===== config.mk =====
export PLATFORM = sky130hd
export DESIGN_NAME = imlx_ctrl
export DESIGN_NICKNAME = d
export VERILOG_FILES = /design/src/pkg/imlx_pkg.sv /design/src/hdl/imlx_ctrl.sv
export SDC_FILE = /design/constraint.sdc
export NUM_CORES = 1
export LEC_CHECK = 0
export BUFFER_PORTS_ARGS = -buffer_cell sky130_fd_sc_hd__buf_2
export CORE_MARGIN = 1
export CORE_UTILIZATION = 44
export CTS_CLUSTER_DIAMETER = 200
export DETAILED_ROUTE_END_ITERATION = 8
export PLACE_DENSITY = 0.84
export SETUP_SLACK_MARGIN = 0.05
export SLEW_MARGIN = 15
export SYNTH_ARGS = -nofsm -noshare
export SYNTH_HDL_FRONTEND = slang
export SYNTH_SLANG_ARGS = --single-unit
export TNS_END_PERCENT = 5

===== constraint.sdc =====
create_clock -name clk -period 2.2 [get_ports clk]
set_input_delay 0.55 -clock clk [delete_from_list [all_inputs] [get_ports clk]]
set_output_delay 0.55 -clock clk [all_outputs]
set_load 0.02 [all_outputs]

===== src/pkg/imlx_pkg.sv =====
package imlx_pkg;
  localparam int NSRC = 14;
  localparam int NLINE = 4;
  localparam int FLD_W = 2;
  localparam logic [7:0] SENS_OFS = 8'h00;
  localparam logic [7:0] PSEL_OFS = 8'h04;
  localparam logic [7:0] PEND_OFS = 8'h08;
  localparam logic [7:0] SENS_RST = 8'h00;
  localparam logic [7:0] PSEL_RST = 8'h0C;
  localparam logic [3:0] LVL_RST = 4'hF;
  localparam logic [1:0] SNS_FALL_LOW = 2'h0;
  localparam logic [1:0] SNS_RISE = 2'h1;
  localparam logic [1:0] SNS_FALL = 2'h2;
  localparam logic [1:0] SNS_BOTH = 2'h3;
  localparam logic [1:0] PB4_CODE = 2'h1;
  localparam logic [1:0] L3_NONE = 2'h3;
  localparam logic [2:0] L0_BASE = 3'h0;
  localparam logic [2:0] L1_BASE = 3'h4;
  localparam logic [2:0] L2_BASE = 3'h3;
  localparam logic [2:0] L3_BASE = 3'h0;
  localparam logic [15:0] VEC_RESET = 16'hFFFE;
  localparam logic [15:0] VEC_TRAP = 16'hFFFC;
  localparam logic [15:0] VEC_SRC0 = 16'hFFFA;
  localparam logic [13:0] USED_SRC = 14'h3F21;
  localparam logic [13:0] HALT_WAKE = 14'h101E;
  localparam logic [13:0] ACTV_WAKE = 14'h1A1E;
  localparam logic [13:0] AWU_WAKE = 14'h101F;
  localparam logic [4:0] SRC_RESET = 5'h10;
  localparam logic [4:0] SRC_TRAP = 5'h11;
  localparam logic [4:0] SRC_NONE = 5'h1F;
  typedef enum logic [1:0] {PM_RUN, PM_HALT, PM_ACT_HALT, PM_AWU_HALT} imlx_pwr_t;
  typedef struct packed {
    logic cyc;
    logic stb;
    logic we;
    logic [7:0] adr;
    logic [3:0] sel;
    logic [31:0] dat;
  } imlx_wb_req_t;
  typedef struct packed {
    logic mask;
    logic trap;
    logic ack;
    imlx_pwr_t mode;
  } imlx_core_t;
  typedef struct packed {
    logic [7:0] sens;
    logic [7:0] psel;
    logic [3:0] pend;
    logic [3:0] lvl;
    logic rst_pend;
    logic trap_pend;
    logic req;
    logic [15:0] vec;
    logic [4:0] src;
    logic wake;
    logic ack;
    logic [31:0] rdat;
  } imlx_state_t;
endpackage


===== src/hdl/imlx_ctrl.sv =====
// What this block does
// - pending requests served in order reset, trap, then source 0 up to 13.
// - source 0 vectors FFFAh, wakes only from auto-wake-up halt.
// - source 5 vectors FFF0h and never wakes from any halt.
// - source 8 vectors FFEAh and does not wake.
// - source 9 vectors FFE8h; source 13 vectors FFE0h and never wakes.
// - source 10 vectors FFE6h and never wakes from halt.
// - source 11 vectors FFE4h.
// - sources 9 and 11 wake only from active halt.
// - sensitivity register has one 2-bit field per line, line 3 at top.
// - field codes: fall plus low, rise, fall, both edges.
// - sensitivity writes take effect only while the core mask bit is set.
// - changing a line's sensitivity field drops its pending request.
// - sensitivity register resets to zero.
// - pin select register resets to 0Ch.
// - line 3 takes port B bit 0, 1 or 2.
// - line 2 takes port B bit 3, 4, 5 or 6.
// - port B bit 4 on line 2 is ignored while in halt.
// - line 1 takes port A bit 4, 5, 6 or 7.
// - line 0 takes port A bit 0, 1, 2 or 3.
// - edge requests are latched and cleared when their vector is taken.
// - edge requests wait latched while the mask bit is set.
`timescale 1ns/1ps
module imlx_ctrl (
  input wire logic clk,
  input wire logic rst_n,
  input wire imlx_pkg::imlx_wb_req_t wb_req,
  output logic [31:0] wb_dat_o,
  output logic wb_ack,
  input wire imlx_pkg::imlx_core_t core,
  input wire logic [13:0] periph_irq,
  input wire logic [7:0] port_a,
  input wire logic [7:0] port_b,
  output logic irq_req,
  output logic [15:0] irq_vec,
  output logic [4:0] irq_src,
  output logic wake
);

  imlx_pkg::imlx_state_t s;
  imlx_pkg::imlx_state_t next_s;

  function automatic logic [1:0] fld(input logic [7:0] r, input int k);
    fld = r[k*imlx_pkg::FLD_W +: imlx_pkg::FLD_W];
  endfunction

  function automatic logic [15:0] src_vec(input logic [3:0] n);
    src_vec = imlx_pkg::VEC_SRC0 - {11'h000, n, 1'b0};
  endfunction

  function automatic logic pin_of(input int k, input logic [1:0] c,
                                  input logic [7:0] pa, input logic [7:0] pb);
    logic [2:0] b;
    b = {1'b0, c};
    case (k)
      0: pin_of = pa[imlx_pkg::L0_BASE + b];
      1: pin_of = pa[imlx_pkg::L1_BASE + b];
      2: pin_of = pb[imlx_pkg::L2_BASE + b];
      default: pin_of = pb[imlx_pkg::L3_BASE + b];
    endcase
  endfunction

  function automatic logic [13:0] wake_mask(input imlx_pkg::imlx_pwr_t m);
    case (m)
      imlx_pkg::PM_HALT: wake_mask = imlx_pkg::HALT_WAKE;
      imlx_pkg::PM_ACT_HALT: wake_mask = imlx_pkg::ACTV_WAKE;
      imlx_pkg::PM_AWU_HALT: wake_mask = imlx_pkg::AWU_WAKE;
      default: wake_mask = 14'h0000;
    endcase
  endfunction

  logic [3:0] cur;
  logic [3:0] dis;
  logic [3:0] set;
  logic [3:0] clr;
  logic [3:0] lvl_req;
  logic [13:0] src_req;
  logic wb_go;
  logic wr_sens;
  logic wr_psel;
  logic took;
  logic [4:0] pick;
  logic [15:0] pick_vec;

  always_comb begin
    next_s = s;
    next_s.ack = 1'b0;
    cur = 4'h0;
    dis = 4'h0;
    set = 4'h0;
    clr = 4'h0;
    lvl_req = 4'h0;
    pick = imlx_pkg::SRC_NONE;
    pick_vec = 16'h0000;
    took = core.ack && s.req;

    // bus decode; one wait-free answer per request
    wb_go = wb_req.cyc && wb_req.stb && !s.ack;
    wr_sens = wb_go && wb_req.we && wb_req.sel[0] && wb_req.adr == imlx_pkg::SENS_OFS;
    wr_psel = wb_go && wb_req.we && wb_req.sel[0] && wb_req.adr == imlx_pkg::PSEL_OFS;
    if (wb_go) begin
      next_s.ack = 1'b1;
    end
    if (wr_sens && core.mask) begin
      next_s.sens = wb_req.dat[7:0];
    end
    if (wr_psel) begin
      next_s.psel = wb_req.dat[7:0];
    end

    for (int k = 0; k < imlx_pkg::NLINE; k++) begin
      // a blocked input freezes at its last level, so it raises no edge while blocked
      dis[k] = (k == 2 && fld(s.psel, 2) == imlx_pkg::PB4_CODE
                && core.mode != imlx_pkg::PM_RUN)
               || (k == 3 && fld(s.psel, 3) == imlx_pkg::L3_NONE);
      cur[k] = dis[k] ? s.lvl[k] : pin_of(k, fld(s.psel, k), port_a, port_b);
      case (fld(s.sens, k))
        imlx_pkg::SNS_RISE: set[k] = cur[k] && !s.lvl[k];
        imlx_pkg::SNS_BOTH: set[k] = cur[k] != s.lvl[k];
        default: set[k] = !cur[k] && s.lvl[k];
      endcase
      lvl_req[k] = fld(s.sens, k) == imlx_pkg::SNS_FALL_LOW && !s.lvl[k] && !dis[k];
      clr[k] = took && s.src == 5'(k + 1);
      next_s.lvl[k] = cur[k];
      // the taken request clears, but a fresh edge in that cycle is kept
      next_s.pend[k] = (s.pend[k] && !clr[k]) || set[k];
      if (wr_sens && core.mask && wb_req.dat[k*2 +: 2] != fld(s.sens, k)) begin
        next_s.pend[k] = 1'b0;
      end
    end

    src_req = periph_irq & imlx_pkg::USED_SRC;
    src_req[4:1] = s.pend | lvl_req;

    // read mux sits after src_req so the pending word shows this cycle's requests
    if (wb_go) begin
      case (wb_req.adr)
        imlx_pkg::SENS_OFS: next_s.rdat = {24'h000000, s.sens};
        imlx_pkg::PSEL_OFS: next_s.rdat = {24'h000000, s.psel};
        imlx_pkg::PEND_OFS: next_s.rdat = {16'h0000, s.rst_pend, s.trap_pend, src_req};
        default: next_s.rdat = 32'h00000000;
      endcase
    end

    if (took && s.src == imlx_pkg::SRC_RESET) begin
      next_s.rst_pend = 1'b0;
    end
    next_s.trap_pend = (s.trap_pend && !(took && s.src == imlx_pkg::SRC_TRAP)) || core.trap;

    // fixed order, lowest index wins
    for (int n = imlx_pkg::NSRC - 1; n >= 0; n--) begin
      if (src_req[n]) begin
        pick = 5'(n);
        pick_vec = src_vec(4'(n));
      end
    end
    if (core.mask) begin
      pick = imlx_pkg::SRC_NONE;
    end
    if (s.trap_pend) begin
      pick = imlx_pkg::SRC_TRAP;
      pick_vec = imlx_pkg::VEC_TRAP;
    end
    if (s.rst_pend) begin
      pick = imlx_pkg::SRC_RESET;
      pick_vec = imlx_pkg::VEC_RESET;
    end
    // one idle cycle after each take, so the old vector is never taken twice
    next_s.req = !took && pick != imlx_pkg::SRC_NONE;
    next_s.src = next_s.req ? pick : imlx_pkg::SRC_NONE;
    next_s.vec = next_s.req ? pick_vec : 16'h0000;
    next_s.wake = |(src_req & wake_mask(core.mode));
  end

  always_ff @(posedge clk or negedge rst_n) begin
    if (!rst_n) begin
      s <= '0;
      s.sens <= imlx_pkg::SENS_RST;
      s.psel <= imlx_pkg::PSEL_RST;
      s.lvl <= imlx_pkg::LVL_RST;
      s.rst_pend <= 1'b1;
      s.src <= imlx_pkg::SRC_NONE;
    end else begin
      s <= next_s;
    end
  end

  assign wb_dat_o = s.rdat;
  assign wb_ack = s.ack;
  assign irq_req = s.req;
  assign irq_vec = s.vec;
  assign irq_src = s.src;
  assign wake = s.wake;

  logic past_mask;
  logic past_took;
  always_ff @(posedge clk or negedge rst_n) begin
    if (!rst_n) begin
      past_mask <= 1'b1;
      past_took <= 1'b0;
    end else begin
      past_mask <= core.mask;
      past_took <= took;
    end
  end

  property p_wb_answer;
    @(posedge clk) disable iff (!rst_n)
      (wb_req.cyc && wb_req.stb && !wb_ack) |=> wb_ack ##1 !wb_ack;
  endproperty
  a_wb_answer: assert property (p_wb_answer) else $error("bus answer not one cycle");

  property p_sens_locked;
    @(posedge clk) disable iff (!rst_n)
      (wr_sens && !core.mask) |=> $stable(s.sens);
  endproperty
  a_sens_locked: assert property (p_sens_locked) else $error("sens written while unmasked");

  property p_sens_store;
    @(posedge clk) disable iff (!rst_n)
      (wr_sens && core.mask) |=> s.sens == $past(wb_req.dat[7:0]);
  endproperty
  a_sens_store: assert property (p_sens_store) else $error("sens write lost");

  property p_sens_clear;
    @(posedge clk) disable iff (!rst_n)
      (wr_sens && core.mask && wb_req.dat[1:0] != s.sens[1:0]) |=> !s.pend[0];
  endproperty
  a_sens_clear: assert property (p_sens_clear) else $error("pending kept on sense change");

  property p_reset_first;
    @(posedge clk) disable iff (!rst_n)
      (irq_req && s.rst_pend) |-> irq_vec == imlx_pkg::VEC_RESET;
  endproperty
  a_reset_first: assert property (p_reset_first) else $error("reset not served first");

  property p_src_vec;
    @(posedge clk) disable iff (!rst_n)
      (irq_req && irq_src < 5'(imlx_pkg::NSRC))
        |-> irq_vec == imlx_pkg::VEC_SRC0 - {10'h000, irq_src, 1'b0};
  endproperty
  a_src_vec: assert property (p_src_vec) else $error("source vector wrong");

  property p_masked;
    @(posedge clk) disable iff (!rst_n)
      (irq_req && irq_src < 5'(imlx_pkg::NSRC)) |-> !past_mask;
  endproperty
  a_masked: assert property (p_masked) else $error("request served while masked");

  property p_take_gap;
    @(posedge clk) disable iff (!rst_n)
      past_took |-> !irq_req;
  endproperty
  a_take_gap: assert property (p_take_gap) else $error("request held after take");

  property p_reset_take;
    @(posedge clk) disable iff (!rst_n)
      (took && irq_src == imlx_pkg::SRC_RESET) |=> !s.rst_pend;
  endproperty
  a_reset_take: assert property (p_reset_take) else $error("reset request not cleared");

  property p_halt_wake;
    @(posedge clk) disable iff (!rst_n)
      (core.mode == imlx_pkg::PM_HALT && src_req == 14'h0001) |=> !wake;
  endproperty
  a_halt_wake: assert property (p_halt_wake) else $error("source 0 woke plain halt");

  property p_line3_off;
    @(posedge clk) disable iff (!rst_n)
      (fld(s.psel, 3) == imlx_pkg::L3_NONE && !s.pend[3]) |=> !s.pend[3];
  endproperty
  a_line3_off: assert property (p_line3_off) else $error("line 3 fired with no pin");

  property p_vec_idle;
    @(posedge clk) disable iff (!rst_n)
      !irq_req |-> (irq_vec == 16'h0000 && irq_src == imlx_pkg::SRC_NONE);
  endproperty
  a_vec_idle: assert property (p_vec_idle) else $error("vector shown while idle");

  property p_trap_vec;
    @(posedge clk) disable iff (!rst_n)
      (irq_req && irq_src == imlx_pkg::SRC_TRAP) |-> irq_vec == imlx_pkg::VEC_TRAP;
  endproperty
  a_trap_vec: assert property (p_trap_vec) else $error("trap vector wrong");

  property p_reset_vec;
    @(posedge clk) disable iff (!rst_n)
      (irq_req && irq_src == imlx_pkg::SRC_RESET) |-> irq_vec == imlx_pkg::VEC_RESET;
  endproperty
  a_reset_vec: assert property (p_reset_vec) else $error("reset vector wrong");

  property p_no_unused;
    @(posedge clk) disable iff (!rst_n)
      irq_req |-> (irq_src != 5'h06 && irq_src != 5'h07);
  endproperty
  a_no_unused: assert property (p_no_unused) else $error("unused source offered");

  property p_psel_store;
    @(posedge clk) disable iff (!rst_n)
      wr_psel |=> s.psel == $past(wb_req.dat[7:0]);
  endproperty
  a_psel_store: assert property (p_psel_store) else $error("pin select write lost");

  property p_sens_clear1;
    @(posedge clk) disable iff (!rst_n)
      (wr_sens && core.mask && wb_req.dat[3:2] != s.sens[3:2]) |=> !s.pend[1];
  endproperty
  a_sens_clear1: assert property (p_sens_clear1) else $error("line 1 kept pending");

  property p_sens_clear2;
    @(posedge clk) disable iff (!rst_n)
      (wr_sens && core.mask && wb_req.dat[5:4] != s.sens[5:4]) |=> !s.pend[2];
  endproperty
  a_sens_clear2: assert property (p_sens_clear2) else $error("line 2 kept pending");

  property p_sens_clear3;
    @(posedge clk) disable iff (!rst_n)
      (wr_sens && core.mask && wb_req.dat[7:6] != s.sens[7:6]) |=> !s.pend[3];
  endproperty
  a_sens_clear3: assert property (p_sens_clear3) else $error("line 3 kept pending");

  property p_pend_hold;
    @(posedge clk) disable iff (!rst_n)
      (s.pend[0] && !clr[0] && !(wr_sens && core.mask)) |=> s.pend[0];
  endproperty
  a_pend_hold: assert property (p_pend_hold) else $error("pending line 0 lost");

  property p_fall_set;
    @(posedge clk) disable iff (!rst_n)
      (fld(s.sens, 0) == imlx_pkg::SNS_FALL && s.lvl[0] && !cur[0]
       && !(wr_sens && core.mask)) |=> s.pend[0];
  endproperty
  a_fall_set: assert property (p_fall_set) else $error("falling edge not latched");

  property p_rise_set;
    @(posedge clk) disable iff (!rst_n)
      (fld(s.sens, 1) == imlx_pkg::SNS_RISE && !s.lvl[1] && cur[1]
       && !(wr_sens && core.mask)) |=> s.pend[1];
  endproperty
  a_rise_set: assert property (p_rise_set) else $error("rising edge not latched");

  property p_rise_quiet;
    @(posedge clk) disable iff (!rst_n)
      (fld(s.sens, 1) == imlx_pkg::SNS_RISE && !s.pend[1] && (s.lvl[1] || !cur[1]))
        |=> !s.pend[1];
  endproperty
  a_rise_quiet: assert property (p_rise_quiet) else $error("rise mode fired on fall");

  property p_pb4_halt;
    @(posedge clk) disable iff (!rst_n)
      (fld(s.psel, 2) == imlx_pkg::PB4_CODE && core.mode != imlx_pkg::PM_RUN && !s.pend[2])
        |=> !s.pend[2];
  endproperty
  a_pb4_halt: assert property (p_pb4_halt) else $error("port b bit 4 fired in halt");

  property p_src_clear;
    @(posedge clk) disable iff (!rst_n)
      (took && irq_src == 5'h01 && s.lvl[0] == cur[0]) |=> !s.pend[0];
  endproperty
  a_src_clear: assert property (p_src_clear) else $error("taken edge not cleared");

  property p_wake_run;
    @(posedge clk) disable iff (!rst_n)
      core.mode == imlx_pkg::PM_RUN |=> !wake;
  endproperty
  a_wake_run: assert property (p_wake_run) else $error("wake raised in run");

  property p_wake_src5;
    @(posedge clk) disable iff (!rst_n)
      (core.mode != imlx_pkg::PM_RUN && src_req == 14'h0020) |=> !wake;
  endproperty
  a_wake_src5: assert property (p_wake_src5) else $error("source 5 woke a halt");

  property p_wake_act;
    @(posedge clk) disable iff (!rst_n)
      (core.mode == imlx_pkg::PM_ACT_HALT && src_req[9]) |=> wake;
  endproperty
  a_wake_act: assert property (p_wake_act) else $error("source 9 did not wake");

  c_ext_take: cover property (@(posedge clk) disable iff (!rst_n)
    took && irq_src == 5'h01);
  c_trap_take: cover property (@(posedge clk) disable iff (!rst_n)
    took && irq_src == imlx_pkg::SRC_TRAP);
  c_wake_act: cover property (@(posedge clk) disable iff (!rst_n)
    core.mode == imlx_pkg::PM_ACT_HALT && wake);
  c_sens_write: cover property (@(posedge clk) disable iff (!rst_n)
    wr_sens && core.mask);
  c_fall_latch: cover property (@(posedge clk) disable iff (!rst_n)
    fld(s.sens, 0) == imlx_pkg::SNS_FALL && s.lvl[0] && !cur[0]);

endmodule


# == Yosys cells after proc, flatten, opt, wreduce, memory -nomap -nowiden ==
# Cells that the tools add are included.
# op_classes
muxes,52
magnitude_cmp,4
addsub,2
eq_ne,30
reduce_logical,68
n_bitwise,2
# ops
cell,count
2-to-1 mux 16 bit,15
2-to-1 mux 5 bit,16
case mux 16 bit (3 select lines),1
logical AND 1 bit,39
case mux 13 bit (3 select lines),1
logical NOT 1 bit,17
bitwise AND 14 bit,1
"== test 2 bit, second input constant",7
OR reduction 14 bit,1
"== test 2 x 1 -> 1 bit, second input constant",6
2-to-1 mux 1 bit,11
"== test 5 x 2 -> 1 bit, second input constant",2
"== test 5 bit, second input constant",2
"== test 8 x 3 -> 1 bit, second input constant",1
"== test 8 x 4 -> 1 bit, second input constant",1
logical NOT 2 bit,4
logical NOT 8 bit,1
"< comparator 2 x 4 -> 1 bit, second input constant",2
"< comparator 3 x 4 -> 1 bit, second input constant",2
inequality test 2 bit,4
case mux 1 bit (2 select lines),4
binary-select mux 1 bit (select 3 bit),2
"== test 5 x 1 -> 1 bit, second input constant",1
"== test 5 x 3 -> 1 bit, second input constant",1
8 further kinds,16
# word_totals
reg_bits,82
word_cells,170
output_inout_bits,56

# == Depth between registers and ports, before layout ==
# depth
depth_word,18
mapped_depth,11
ltp_nobuf,11

# == Worst setup path before layout ==
# No wires, ideal clock.
# synth_timing
kind,input port to flip-flop
from,in wb_req[37] (netlist bit)
to,reg s[75] (netlist bit)
arrival_ns,2.347
path_stages,6
n_path_buf,1
setup_slack_ns,-0.272
path_cell_list,or4_1 or4_4 or2_4 nor2_4 buf_12 mux2_4
# synth_via
elab_chain_len,3
# synth_rtl
item,line_no,text
"start, declared",imlx_ctrl.sv:27,"input wire imlx_pkg::imlx_wb_req_t wb_req,"
logical NOT 8 bit,imlx_ctrl.sv:99,wr_sens = wb_go && wb_req.we && wb_req.sel[0] && wb_req.adr == imlx_pkg::SENS_OFS;
logical AND 1 bit,imlx_ctrl.sv:99,
logical AND 1 bit,imlx_ctrl.sv:104,if (wr_sens && core.mask) begin
"end signal, assigned",imlx_ctrl.sv:184,s <= next_s;
"end, declared",imlx_ctrl.sv:40,imlx_pkg::imlx_state_t s;
# No other way between the ends.
# A chain may end at the register's enable or synchronous reset.

# == Final worst setup path ==
# layout_timing
from,in wb_req[37] (netlist bit)
to,reg s[77] (netlist bit)
# Same word-level chain as after synthesis.

==> run metrics <==
Synth async-reset ratio=100%; H-tree depth=2; vias per cell=5.17; YS warnings=0; DR vias=2514; internal power=1640 µW; Max Buffers Root-to-Sink=2; clk sink count=55; Static Leak=0.00188 µW; CP max FO=10; Top-Level Pins=140; power density over cell area=572 nW/µm²; Mapped Area=3290 µm²; CP Capture Type=flip-flop; share of layout cells above drive strength 1=43.7%; vias in the first global route=2353; Period minus WS final=2.26 ns; GRT Residual Overflow=0; TritonRoute pass-1 iters=4; Netlist cell types=48; fin crit share=103%; worst slew pin tran=0.520 ns; Crit path largest cell delay=0.50 ns; Die Area=7830 µm²; Avg Inst Size Synth=10.7 µm²; final setup violation count=16; Sw Share=26.0%; R2R Path Start=s[70]$_DFFE_PN0P_; Seq/Total Area, Yosys=42.3%; number of synthesized flops with an enable pin=0; Setup Skew=0.00862 ns; clk_lat worst skew=0.31 ns; R2R depth=10; peak supply drop=0.262 mV; remaining antenna violation count=0; Startpoint Class=input pin; setup TNS=-0.657 ns; Most used DFF post-synth=dfrtp_1; DIE WIDTH=88.5 µm; Hold WC Path Type=in -> async; Routed WL=7410 µm; Worst Hold Slack=0.170 ns; antenna violations before repair=0; RSZ-0062 raised after global routing=yes; post-synth top area share=32.7%; max-slew violation count=0; largest net degree at the start of global routing=20; Die Y=88.5 µm; Rows=31; Synth area leaders=dfrtp_1, buf_4, dfstp_2; Post-route DRC=0; worst setup margin=-0.0643 ns; Synth Register Bits=55; RD Place Congestion=0.827; Final Hold Viols=0; Initial Util=45.4%; failing checks=negative setup slack; outcome=finished with violations; sw power=576 µW; post-DP HPWL=5800 µm; fmax=442 MHz; R2R Path End=s[64]$_DFF_PN0_; TritonCTS buffer count=5; CTS tree=done; CP max-delay cell=or4_1; Slew HR=65.0%; Clock Power Share=35.1%; Worst EP required=2.40 ns; Syn Inst Count=308; first-pass GRT wire length=11400 µm; IO buf count=89; Overall Global Routing Usage=19.4%; reg2reg setup slack=-0.03 ns; Comb power frac=16.4%; worst-path cell chain=buf_6 > or4_1 > or4_4 > or2_4 > nor2_4 > buf_12 > mux2_4; synth-to-layout area growth=17.8%; nets=480; Sequential Power Share=48.5%; Maximum Capacitance Violations=0; core area=7250 µm²; WL/cell=15.2 µm; Synth area leader=dfrtp_1; Antenna Cells=0; # hold bufs at CTS=0; initial drt markers=139; Arr. time, crit path=2.46 ns; clock root cell=clkbuf_8; Setup CP Type=in -> reg; clk slew on worst S/H paths=0.10 ns
## worst max-delay path: cells and delay by family
| family | cells | cell delay (ns) |
|---|---|---|
| buf+inv | 2 | 0.24 |
| mux | 1 | 0.30 |
| simple gates | 4 | 1.36 |
## sequential cells by signal, indices dropped and copies added, names as in the netlist
name / count
s: 26
wb_dat_o: 16
irq_src: 5
irq_vec: 5
irq_req: 1
wake: 1
wb_ack: 1
## cells by family after synthesis
kind of cell,after synthesis,synth area share (%)
fa+ha+maj,10,3.80
other cells,1,0.114
flops,55,42.3
buf+inv,75,15.1
xor+xnor,8,2.13
mux,31,12.6
compound gates,62,12.9
simple gates,66,11.0
## per-stage QoR
step | utilization (%) | setup slack, ns | power [µW] | instance area, µm² | cells
5_1_grt | 53.4 | -0.114 | 2320 | 3870 | 486
2_1_floorplan | - | -0.248 | 1360 | 3350 | 324
4_1_cts | 52.9 | -0.0547 | 2230 | 3830 | 485
3_5_place_dp | 50.6 | -0.407 | 1450 | 3670 | 477
3_3_place_gp | 50.6 | -0.377 | 1440 | 3670 | 477
6_report | 53.4 | -0.0643 | 2220 | 3870 | 486
## area by class of cell
type	instances	area, µm²
Inverter	17	63.8
Sequential cell	55	1390
Fill cell	628	3380
Tap cell	99	124
Timing Repair Buffer	113	648
Clock inverter	2	60.1
Multi-Input combinational cell	194	1520
Clock buffer	6	72.6
## cells in the mapped netlist, types with 2 or more instances
library cell and number:
a21o_1 2, nand3_1 5, a221oi_1 2, mux2_2 10, a21oi_1 18, o21ai_0 8
a41oi_1 3, buf_4 53, nor2b_1 3, nand2b_1 4, clkbuf_1 3, mux2_4 6
dfstp_2 12, inv_1 17, nor2_1 17, nand3b_1 2, ha_1 10, mux2i_1 10
dfrtp_1 43, nor3_1 8, o22ai_1 6, a22o_1 14, nor4_1 2, xnor2_1 8
nand2_1 13, nand4b_1 3, mux4_2 5
## routing by layer
layer  vias up  routed length [µm]  global-route usage, %
met5         -                   0                      0
met4         0                 123                   4.25
met3        13                 390                   3.26
met2        98                3760                   34.4
met1      1221                3140                   24.9
li1       1182                   -                      -
## repair_timing
item | CTS | global route
resized for setup | 6 | 9
setup buffers | 0 | 1
setup endpoints to repair | 17 | 20
pin swaps | 2 | 3
## how the worst max path moves through the flow
stage,startpoint,end,slack [ns],depth (start not counted)
2_1_floorplan,wb_req[37],s[75]$_DFFE_PN0P_,-0.25,6
3_3_place_gp,wb_req[37],s[81]$_DFFE_PN0P_,-0.38,7
3_5_place_dp,wb_req[37],s[74]$_DFFE_PN0P_,-0.41,7
4_1_cts,wb_req[37],s[77]$_DFFE_PN0P_,-0.05,7
5_1_grt,s[70]$_DFFE_PN0P_,s[64]$_DFF_PN0_,-0.11,10
6_report,wb_req[37],s[77]$_DFFE_PN0P_,-0.06,7
## power groups by stage
stage	logic (µW)	clock network, µW	registers (µW)
global placement	344	0	1090
finish	363	778	1080
detailed placement	352	0	1090
floorplan	266	0	1090
CTS	357	796	1080
global route	398	836	1080
## layout by cell type, fill, tap and decap left out, drive strengths merged, types with 2 or more instances in the layout
master	Yosys	final
mux2i	10	10
dfstp	12	12
a41oi	3	3
buf	55	113
nand2	13	13
a22o	14	14
mux2	16	16
dfrtp	43	43
mux4	5	5
conb	1	17
nor3	8	8
bufinv	0	2
a21o	2	2
nor4	2	2
o22ai	6	6
nor2b	3	3
xnor2	8	8
nand4b	3	3
a21oi	18	18
nand3	5	5
nand2b	4	4
inv	17	17
nor2	19	19
a221oi	2	2
o21ai	8	8
or4	2	2
clkbuf	3	6
ha	10	10
nand3b	2	2
No activity file was read; power rests on OpenSTA's default activity.
